File: src/sps_params.svh
// constants for the speed/position switching axis
// Operation
// - switch active on input on (NO) or off (NC)
// - update request off: clear feed, then track
// - update request on: keep feed, stroke stop
// - travel value changeable during speed mode
// - travel is two words, axis stride twenty
// - small variant: axes one to eight only
// - store travel since position mode selected
// - switch needs accept, speed mode, enable
// - enable and switch at start: position only
// - short travel: decelerate at once on switch
// - short travel: error flag, code 209
// - short travel: no positioning complete flag
// - no stroke check in speed mode
// - stroke exceeded at switch: code 210, stop
// - switch honoured only with enable on
// - forward increases address, reverse decreases
`ifndef SPS_PARAMS_SVH
`define SPS_PARAMS_SVH
// ==========================================
// register indices, byte address is four times
`define IDX_TRAVEL_BASE 11'h010
`define IDX_TRAVEL_STRIDE 11'h014
`define IDX_CTRL 11'h400
`define IDX_CMD 11'h401
`define IDX_STATUS 11'h402
`define IDX_SPEED 11'h403
`define IDX_STROKE_HI 11'h404
`define IDX_STROKE_LO 11'h405
`define IDX_FEED 11'h406
`define IDX_POSTPROX 11'h407
`define IDX_ERRCODE 11'h408
`define IDX_IRQ_STAT 11'h409
`define IDX_IRQ_MASK 11'h40A
// ==========================================
// field positions
`define CTRL_NC 0
`define CTRL_ENABLE 1
`define CTRL_UPDATE 2
`define CMD_FWD 0
`define CMD_REV 1
`define CMD_STOP 2
`define CMD_ERRCLR 3
`define EV_SWITCH 0
`define EV_DONE 1
`define EV_OVERRUN 2
`define EV_STROKE 3
// ==========================================
// reset values and codes
`define SPEED_RST 16'h0010
`define STROKE_HI_RST 32'h7FFFFFFF
`define STROKE_LO_RST 32'h80000000
`define ERR_OVERRUN 16'd209
`define ERR_STROKE 16'd210
`define SMALL_AXES 8
// ==========================================
// control cycle timing
`define CLK_MHZ 125
`define CTRL_PERIOD_NS 1000
`define CTRL_CYCLES ((`CTRL_PERIOD_NS * `CLK_MHZ) / 1000)
`endif

File: src/sps_pkg.sv
// types shared by the speed/position switching axis
package sps_pkg;
    typedef enum logic [1:0] {
        ST_IDLE = 2'b00,
        ST_SPEED = 2'b01,
        ST_POSITION = 2'b10,
        ST_DECEL = 2'b11
    } axis_state_e;
endpackage

File: src/sticky_bits.sv
// sticky status bits, set by events, cleared by writing one
`timescale 1ns/10ps
module sticky_bits #(
    parameter int WIDTH = 4
) (
    input wire logic core_clk,
    input wire logic nrst,
    input wire logic [WIDTH-1:0] set,
    input wire logic [WIDTH-1:0] clr,
    output logic [WIDTH-1:0] stat
);
    typedef struct packed {
        logic [WIDTH-1:0] bits;
    } sticky_s;

    sticky_s st_r;
    sticky_s st_nxt;

    // set wins over a clear in the same cycle
    always_comb
    begin
        st_nxt = st_r;
        st_nxt.bits = (st_r.bits & ~clr) | set;
    end

    always_ff @(posedge core_clk)
    begin
        if (!nrst)
            st_r <= '0;
        else
            st_r <= st_nxt;
    end

    assign stat = st_r.bits;
endmodule // sticky_bits

File: src/sps_axis.sv
// speed/position switching axis with wishbone register access
//
// The register addresses and the Wishbone register port were decided locally.
`timescale 1ns/10ps
`include "sps_params.svh"
module sps_axis
    import sps_pkg::*;
#(
    parameter int AXIS_NUM = 1,
    parameter bit LARGE_VARIANT = 1'b1
) (
    input wire logic core_clk,
    input wire logic nrst,
    input wire logic [31:0] wb_adr_i,
    input wire logic [31:0] wb_dat_i,
    input wire logic [3:0] wb_sel_i,
    input wire logic wb_we_i,
    input wire logic wb_cyc_i,
    input wire logic wb_stb_i,
    output logic [31:0] wb_dat_o,
    output logic wb_ack_o,
    input wire logic change_in,
    output logic start_accept_flag,
    output logic speed_controlling_flag,
    output logic positioning_complete_flag,
    output logic error_detection_flag,
    output logic [15:0] servo_step,
    output logic servo_dir,
    output logic irq
);
    localparam int TRAVEL_LO = `IDX_TRAVEL_BASE + `IDX_TRAVEL_STRIDE * (AXIS_NUM - 1);
    localparam bit TRAVEL_OK = LARGE_VARIANT || (AXIS_NUM <= `SMALL_AXES);
    localparam logic [7:0] TICK_LAST = 8'(`CTRL_CYCLES - 1);

    typedef struct packed {
        logic ack;
        logic [31:0] rdat;
        logic [2:0] ctrl;
        logic [15:0] speed_cmd;
        logic [31:0] stroke_hi;
        logic [31:0] stroke_lo;
        logic [31:0] travel;
        axis_state_e state;
        logic dir;
        logic keep_feed;
        logic [7:0] tick_cnt;
        logic sw_prev;
        logic [15:0] cur_spd;
        logic [31:0] rem;
        logic [31:0] feed;
        logic [31:0] postprox;
        logic [15:0] err_code;
        logic err_flag;
        logic done_flag;
        logic spd_flag;
        logic [15:0] step;
        logic [3:0] irq_mask;
        logic irq;
        logic accept;
    } axis_s;

    axis_s st_r;
    axis_s st_nxt;
    logic [3:0] ev_set;
    logic [3:0] ev_clr;
    logic [3:0] irq_stat;

    // ==========================================
    // bus decode
    logic [10:0] idx;
    logic req;
    logic wr;
    logic [31:0] wmask;
    logic tick;
    logic sw_act;
    logic sw_edge;
    logic [31:0] dec_dist;
    logic signed [32:0] target;
    logic out_of_stroke;
    logic [15:0] step_now;
    logic [31:0] feed_adv;

    assign idx = wb_adr_i[12:2];
    assign req = wb_cyc_i && wb_stb_i && !st_r.ack;
    assign wr = req && wb_we_i;
    assign wmask = {{8{wb_sel_i[3]}}, {8{wb_sel_i[2]}}, {8{wb_sel_i[1]}}, {8{wb_sel_i[0]}}};
    assign tick = (st_r.tick_cnt == TICK_LAST);
    assign sw_act = st_r.ctrl[`CTRL_NC] ? !change_in : change_in;
    assign sw_edge = tick && sw_act && !st_r.sw_prev;
    assign dec_dist = ({16'h0000, st_r.cur_spd} * {16'h0000, st_r.cur_spd}) >> 1;
    assign target = st_r.dir ? $signed({st_r.feed[31], st_r.feed}) - $signed({1'b0, st_r.travel})
                              : $signed({st_r.feed[31], st_r.feed}) + $signed({1'b0, st_r.travel});
    assign out_of_stroke = (target > $signed({st_r.stroke_hi[31], st_r.stroke_hi}))
                        || (target < $signed({st_r.stroke_lo[31], st_r.stroke_lo}));
    assign ev_clr = (wr && idx == `IDX_IRQ_STAT) ? wb_dat_i[3:0] & wmask[3:0] : 4'h0;

    function automatic logic [31:0] wmerge(input logic [31:0] old);
        wmerge = (old & ~wmask) | (wb_dat_i & wmask);
    endfunction
    // narrow registers take the low half of the data bus
    function automatic logic [15:0] wmerge16(input logic [15:0] old);
        wmerge16 = (old & ~wmask[15:0]) | (wb_dat_i[15:0] & wmask[15:0]);
    endfunction

    always_comb
    begin
        st_nxt = st_r;
        ev_set = 4'h0;
        step_now = 16'h0000;
        feed_adv = st_r.feed;
        // ==========================================
        // register access, one-cycle answer
        st_nxt.ack = req;
        if (req)
        begin
            if (TRAVEL_OK && idx == 11'(TRAVEL_LO))
                st_nxt.rdat = st_r.travel & 32'h0000FFFF;
            else if (TRAVEL_OK && idx == 11'(TRAVEL_LO + 1))
                st_nxt.rdat = {16'h0000, st_r.travel[31:16]};
            else if (idx == `IDX_CTRL)
                st_nxt.rdat = {29'h0, st_r.ctrl};
            else if (idx == `IDX_STATUS)
                st_nxt.rdat = {25'h0, st_r.state, st_r.dir, st_r.err_flag,
                               st_r.done_flag, st_r.spd_flag, st_r.state != ST_IDLE};
            else if (idx == `IDX_SPEED)
                st_nxt.rdat = {16'h0000, st_r.speed_cmd};
            else if (idx == `IDX_STROKE_HI)
                st_nxt.rdat = st_r.stroke_hi;
            else if (idx == `IDX_STROKE_LO)
                st_nxt.rdat = st_r.stroke_lo;
            else if (idx == `IDX_FEED)
                st_nxt.rdat = st_r.feed;
            else if (idx == `IDX_POSTPROX)
                st_nxt.rdat = st_r.postprox;
            else if (idx == `IDX_ERRCODE)
                st_nxt.rdat = {16'h0000, st_r.err_code};
            else if (idx == `IDX_IRQ_STAT)
                st_nxt.rdat = {28'h0, irq_stat};
            else if (idx == `IDX_IRQ_MASK)
                st_nxt.rdat = {28'h0, st_r.irq_mask};
            else
                st_nxt.rdat = 32'h00000000;
        end
        if (wr)
        begin
            // latest travel value is used at the switch
            if (TRAVEL_OK && idx == 11'(TRAVEL_LO))
                st_nxt.travel[15:0] = wmerge16(st_r.travel[15:0]);
            else if (TRAVEL_OK && idx == 11'(TRAVEL_LO + 1))
                st_nxt.travel[31:16] = wmerge16(st_r.travel[31:16]);
            else if (idx == `IDX_CTRL)
                st_nxt.ctrl = 3'(wmerge16({13'h0000, st_r.ctrl}));
            else if (idx == `IDX_SPEED)
                st_nxt.speed_cmd = wmerge16(st_r.speed_cmd);
            else if (idx == `IDX_STROKE_HI)
                st_nxt.stroke_hi = wmerge(st_r.stroke_hi);
            else if (idx == `IDX_STROKE_LO)
                st_nxt.stroke_lo = wmerge(st_r.stroke_lo);
            else if (idx == `IDX_IRQ_MASK)
                st_nxt.irq_mask = 4'(wmerge16({12'h000, st_r.irq_mask}));
        end
        if (wr && idx == `IDX_CMD && wb_sel_i[0] && wb_dat_i[`CMD_ERRCLR])
            st_nxt.err_flag = 1'b0;
        // ==========================================
        // control cycle
        st_nxt.tick_cnt = tick ? 8'h00 : st_r.tick_cnt + 8'h01;
        if (tick)
            st_nxt.sw_prev = sw_act;
        case (st_r.state)
            ST_IDLE:
            begin
                st_nxt.step = 16'h0000;
                if (wr && idx == `IDX_CMD && wb_sel_i[0]
                    && (wb_dat_i[`CMD_FWD] || wb_dat_i[`CMD_REV]))
                begin
                    st_nxt.dir = !wb_dat_i[`CMD_FWD];
                    st_nxt.keep_feed = st_r.ctrl[`CTRL_UPDATE];
                    if (!st_r.ctrl[`CTRL_UPDATE])
                        st_nxt.feed = 32'h00000000;
                    st_nxt.cur_spd = st_r.speed_cmd;
                    st_nxt.done_flag = 1'b0;
                    st_nxt.sw_prev = sw_act;
                    if (st_r.ctrl[`CTRL_ENABLE] && sw_act)
                    begin
                        st_nxt.state = ST_POSITION;
                        st_nxt.rem = st_r.travel;
                        st_nxt.postprox = 32'h00000000;
                        st_nxt.spd_flag = 1'b0;
                    end
                    else
                    begin
                        st_nxt.state = ST_SPEED;
                        st_nxt.spd_flag = 1'b1;
                    end
                end
            end
            ST_SPEED:
            begin
                if (tick)
                begin
                    step_now = st_r.cur_spd;
                    // enable must be on at the edge itself
                    if (sw_edge && st_r.ctrl[`CTRL_ENABLE])
                    begin
                        st_nxt.spd_flag = 1'b0;
                        st_nxt.postprox = 32'h00000000;
                        ev_set[`EV_SWITCH] = 1'b1;
                        if (out_of_stroke)
                        begin
                            st_nxt.state = ST_DECEL;
                            st_nxt.err_code = `ERR_STROKE;
                            st_nxt.err_flag = 1'b1;
                            ev_set[`EV_STROKE] = 1'b1;
                        end
                        else if (st_r.travel < dec_dist)
                        begin
                            st_nxt.state = ST_DECEL;
                            st_nxt.err_code = `ERR_OVERRUN;
                            st_nxt.err_flag = 1'b1;
                            ev_set[`EV_OVERRUN] = 1'b1;
                        end
                        else
                        begin
                            st_nxt.state = ST_POSITION;
                            st_nxt.rem = st_r.travel;
                        end
                    end
                end
            end
            ST_POSITION:
            begin
                if (tick)
                begin
                    if (dec_dist >= st_r.rem && st_r.cur_spd > 16'h0001)
                        st_nxt.cur_spd = st_r.cur_spd - 16'h0001;
                    step_now = (32'(st_r.cur_spd) > st_r.rem) ? st_r.rem[15:0] : st_r.cur_spd;
                    st_nxt.rem = st_r.rem - 32'(step_now);
                    st_nxt.postprox = st_r.postprox + 32'(step_now);
                    if (st_r.rem == 32'(step_now))
                    begin
                        st_nxt.state = ST_IDLE;
                        st_nxt.done_flag = 1'b1;
                        ev_set[`EV_DONE] = 1'b1;
                    end
                end
            end
            ST_DECEL:
            begin
                if (tick)
                begin
                    step_now = st_r.cur_spd;
                    st_nxt.postprox = st_r.postprox + 32'(step_now);
                    if (st_r.cur_spd == 16'h0000)
                        st_nxt.state = ST_IDLE;
                    else
                        st_nxt.cur_spd = st_r.cur_spd - 16'h0001;
                end
            end
            default:
                st_nxt.state = ST_IDLE;
        endcase
        // ==========================================
        // feed current value and stop handling
        if (tick && st_r.state != ST_IDLE)
        begin
            feed_adv = st_r.dir ? st_r.feed - 32'(step_now) : st_r.feed + 32'(step_now);
            st_nxt.feed = feed_adv;
            st_nxt.step = step_now;
            if (st_r.state == ST_POSITION && st_r.keep_feed && st_nxt.state == ST_POSITION
                && ($signed(feed_adv) > $signed(st_r.stroke_hi)
                    || $signed(feed_adv) < $signed(st_r.stroke_lo)))
            begin
                st_nxt.state = ST_DECEL;
                st_nxt.err_code = `ERR_STROKE;
                st_nxt.err_flag = 1'b1;
                ev_set[`EV_STROKE] = 1'b1;
            end
        end
        if (wr && idx == `IDX_CMD && wb_sel_i[0] && wb_dat_i[`CMD_STOP]
            && (st_r.state == ST_SPEED || st_r.state == ST_POSITION))
        begin
            st_nxt.state = ST_DECEL;
            st_nxt.spd_flag = 1'b0;
        end
        st_nxt.accept = (st_nxt.state != ST_IDLE);
        st_nxt.irq = |(irq_stat & st_r.irq_mask);
    end

    // ==========================================
    // state register
    always_ff @(posedge core_clk)
    begin
        if (!nrst)
        begin
            st_r <= '0;
            st_r.speed_cmd <= `SPEED_RST;
            st_r.stroke_hi <= `STROKE_HI_RST;
            st_r.stroke_lo <= `STROKE_LO_RST;
            st_r.state <= ST_IDLE;
        end
        else
            st_r <= st_nxt;
    end

    sticky_bits #(
        .WIDTH(4)
    ) u_irq_stat (
        .core_clk(core_clk),
        .nrst(nrst),
        .set(ev_set),
        .clr(ev_clr),
        .stat(irq_stat)
    );

    assign wb_ack_o = st_r.ack;
    assign wb_dat_o = st_r.rdat;
    assign start_accept_flag = st_r.accept;
    assign speed_controlling_flag = st_r.spd_flag;
    assign positioning_complete_flag = st_r.done_flag;
    assign error_detection_flag = st_r.err_flag;
    assign servo_step = st_r.step;
    assign servo_dir = st_r.dir;
    assign irq = st_r.irq;
endmodule // sps_axis

File: config.mk
export PLATFORM = sky130hd
export DESIGN_NAME = sps_axis
export DESIGN_NICKNAME = d
export VERILOG_FILES = /design/src/sps_pkg.sv /design/src/sticky_bits.sv /design/src/sps_axis.sv
export VERILOG_INCLUDE_DIRS = /design/src
export SDC_FILE = /design/constraint.sdc
export NUM_CORES = 2
export LEC_CHECK = 0
export BUFFER_PORTS_ARGS = -buffer_cell sky130_fd_sc_hd__buf_2
export CAP_MARGIN = 5
export CORE_MARGIN = 2
export CORE_UTILIZATION = 50
export DETAILED_ROUTE_END_ITERATION = 16
export PLACE_DENSITY = 0.69
export SYNTH_ARGS = -nofsm -noshare
export SYNTH_HDL_FRONTEND = slang
export SYNTH_HIERARCHICAL = 1
export SYNTH_SLANG_ARGS = --single-unit
export TNS_END_PERCENT = 30
File: constraint.sdc
create_clock -name core_clk -period 8.7 [get_ports core_clk]
set_input_delay 0.435 -clock core_clk [delete_from_list [all_inputs] [get_ports core_clk]]
set_output_delay 0.435 -clock core_clk [all_outputs]
set_load 0.02 [all_outputs]
==> impl.org <==
** Synthesis
- Each instance of the synthesized netlist takes up on average 7.96 um^2.
- In this run the cell area of the synthesized design comes to 0.0325 mm^2.
- Distinct cells, synth :: 83
- The largest total area in the synthesized netlist belongs to sky130_fd_sc_hd__dfxtp_1.
- Yosys attributes the largest share of cell area to sky130_fd_sc_hd__dfxtp_1 (20%), sky130_fd_sc_hd__ha_1 (16%), sky130_fd_sc_hd__fa_1 (10%), sky130_fd_sc_hd__a21oi_1 (5.1%), sky130_fd_sc_hd__inv_1 (4.9%).
- Number of enable flip-flop cells after synthesis :: 0
- Fraction of registers with async set/reset :: 0%
- Share of synthesized area occupied by flip-flops and latches :: 19.6%
- Number of instances in the synthesized netlist :: 4087
- Most used standard cell by instance count after synthesis :: sky130_fd_sc_hd__inv_1
- Most instantiated flip-flop cell in the synthesis netlist :: sky130_fd_sc_hd__dfxtp_1
- When the netlist entered floorplanning its net count stood at 4743.
- Register bit total from synthesis :: 318
- Number of warnings printed during yosys synthesis :: 6
- Top post-synthesis cells by count :: sky130_fd_sc_hd__inv_1 (422), sky130_fd_sc_hd__ha_1 (413), sky130_fd_sc_hd__nand2_1 (360)
- Summed over its instances, the top area cell type makes up 19.6% of the synthesized netlist area.

** Placed design
- The congestion estimate from routability-driven global placement came to 1.02.
- Input and output buffers added on the ports amount to 107.
- Dpl ws :: -0.349 ns
- Detailed Place HPWL :: 91800 um

** STA
- Once routing completed, OpenROAD measured the worst setup slack at 0.259 ns.
- Across the routed clock network, the largest skew measured is 0.0384 ns.
- Headroom to the max-slew limit came out at 18.6%.
- Finish-stage setup viols :: 0
- Number of pins with negative max-slew slack in the final report :: 0
- Slew at the pin closest to its max-slew limit :: 1.21 ns
- Hold slack final :: 0.110 ns
- The final hold violation count was 0.
- Based on the critical path, the design can be clocked at up to 118 MHz.
- After layout, the worst path uses 97.0% of the clock period.
- The worst path needs 8.44 ns of the cycle, external delays included.

** Floorplan
- Number of top-level pins :: 129
- Count of standard-cell rows :: 93
- Chip height :: 259 um
- Starting utilization of the core area :: 50.6%
- In this run the standard cell core region covers 0.0643 mm^2.
- Die Wd :: 259 um
- Die ar. :: 0.0671 mm^2

** Clocking
- Buffers from clock root to sink, at most :: 3
- Clock transition at the register clock pins on the worst setup and hold paths after CTS :: 0.07 ns
- Clock latency on the worst-skew pair :: 0.57 ns
- The tree is rooted in a sky130_fd_sc_hd__clkbuf_16.
- Clock tree sinks :: 318
- The number of clock buffers added by TritonCTS is 36.
- Maximum level of the CTS H-tree :: 2
- TritonCTS built the clock tree.

** Power
- IR drop worst, VDD :: 0.122 mV
- For this design the static power due to leakage is 0.0180 uW.
- Power consumption :: 4430 uW
- In this run the power density over the cells is 115 mW/mm^2.

** Global routing
- The total overflow left after global routing is 0.
- Across every metal layer, demand over resource in global routing totals 34.0%.
- Entering global routing, the biggest net connects 95 pins.
- Vias in the first global route :: 30039
- The first global-routing pass estimated 176000 um of wire.
- The initial antenna violation count is 2.

** Worst setup path
- Worst Setup Path Type :: reg -> reg
- Type of element launching the critical path :: register
- The most numerous cell type found on the critical path is sky130_fd_sc_hd__buf_4.
- Required time of the critical path :: 9.14 ns
- For this run, the slowest stage of the critical path takes 0.55 ns.
- CP max-delay cell :: sky130_fd_sc_hd__or4_4
- Data arrival, critical path :: 8.88 ns
- Kind of end point of the critical path :: register
- Of all nets on the critical path, the largest fanout is 5.

** Finish
- The area growth from synthesis to layout is 18.4%.
- The net count of the finished layout is 5071.
- Fraction of layout cells with a size suffix above 1 :: 18.3%

** Outcome
- The run finished with clean final reports.

** Detailed routing
- Via count :: 32064
- For this run, design rule violations remaining after detail routing come to 0.
- For this run, the detailed router's first-pass iteration total came to 9.
- Post-DR wirelength/cell :: 22.2 um
- Number of nets with antenna violations after routing :: 0
- Dividing the detail-routed via count by the number of cells gives 6.06.
- First DRT Iteration DRCs :: 3449
- Total Wirelength :: 117000 um

** Hold path
- In this run the worst hold path is classified as in -> reg.

** Flow run
- Across the run, the number of max-cap violations was 0.
## critical path: cells and delay by family (launching register included)
| kind | cells | cell delay, ns |
|---|---|---|
| AO/OA/AOI/OAI | 14 | 2.31 |
| flip-flops | 1 | 0.33 |
| multiplexers | 1 | 0.34 |
| buffers and inverters | 11 | 1.54 |
| XOR/XNOR | 2 | 0.52 |
| adder cells (fa/ha/maj) | 2 | 0.54 |
| AND/OR/NAND/NOR | 13 | 2.74 |
## cell families after synthesis
logic type                 share of synthesized area [%]
adders and majority gates                           26.3
muxes                                               1.52
DFF                                                 19.6
AOI/OAI and AO/OA                                   21.8
buffers and inverters                               8.41
xor gates and xnor gates                            4.98
and+or+nand+nor                                     17.4
## placed cells by master, fill, tap and decap left out, drive strengths merged, types with 54 or more instances in the layout
| cell type | synthesis | final |
|---|---|---|
| nand2 | 360 | 360 |
| a22oi | 129 | 129 |
| xnor2 | 140 | 140 |
| and2 | 57 | 57 |
| buf | 80 | 531 |
| fa | 169 | 169 |
| a211oi | 54 | 54 |
| inv | 423 | 425 |
| a21o | 99 | 99 |
| nor2 | 350 | 350 |
| a21oi | 332 | 332 |
| o21ai | 146 | 146 |
| dfxtp | 318 | 318 |
| ha | 413 | 413 |
| nand3 | 107 | 107 |
| nor3 | 71 | 71 |
## routing by layer
metal	global-route usage, %	routed length [um]	vias up
met3	6.48	12000	288
li1	-	-	14894
met5	0	0	-
met4	14.9	5760	0
met1	47.3	49200	15275
met2	51.2	50300	1607
## what timing repair did
| action | 4_1_cts | 5_1_grt |
|---|---|---|
| setup endpoints to repair | 52 | 68 |
| pin swaps | 7 | 108 |
| endpoints found under the hold margin | 0 | 0 |
| setup buffers | 3 | 28 |
| gates cloned | 1 | 2 |
| hold buffers | 0 | 0 |
| resized for setup | 46 | 187 |
## final cells by class
type / instances / area, um^2
Clock inverter: 13 / 205
Antenna cell: 1 / 2.50
Fill cell: 5744 / 25800
Timing Repair Buffer: 534 / 4000
Inverter: 429 / 1630
Sequential cell: 318 / 6410
Clock buffer: 47 / 1020
Multi-Input combinational cell: 3096 / 24200
Tap cell: 855 / 1070
## worst paths after layout
path	from	end	slack, ns	cells past startpoint
min	wb_dat_i[25]	register	0.11	3
min reg2reg	servo_step[5]$_SDFFE_PN0P_	servo_step[5]$_SDFFE_PN0P_	0.45	2
max reg2reg	st_r[123]$_SDFFE_PN0P_	st_r[26]$_SDFF_PN0_	0.26	43
max	st_r[123]$_SDFFE_PN0P_	st_r[26]$_SDFF_PN0_	0.26	43
## metrics by stage
stage,util [%],area (um^2),TNS (ns),std cells
2_1_floorplan,-,32600,-0.111,4087
3_3_place_gp,56.1,36100,-6.90,5201
3_5_place_dp,56.1,36100,-11.73,5201
4_1_cts,58.3,37500,-0.0162,5265
5_1_grt,59.9,38500,-2.20,5292
6_report,59.9,38500,0,5293
## power breakdown
part / leakage (uW) / switching (uW) / total [uW] / internal [uW]
registers: 0.00258 / 25.3 / 1500 / 1480
clock network: 0.000607 / 683 / 1660 / 978
logic: 0.0148 / 738 / 1260 / 523
total: 0.0180 / 1450 / 4430 / 2980
(Power assumes the default switching activity.)
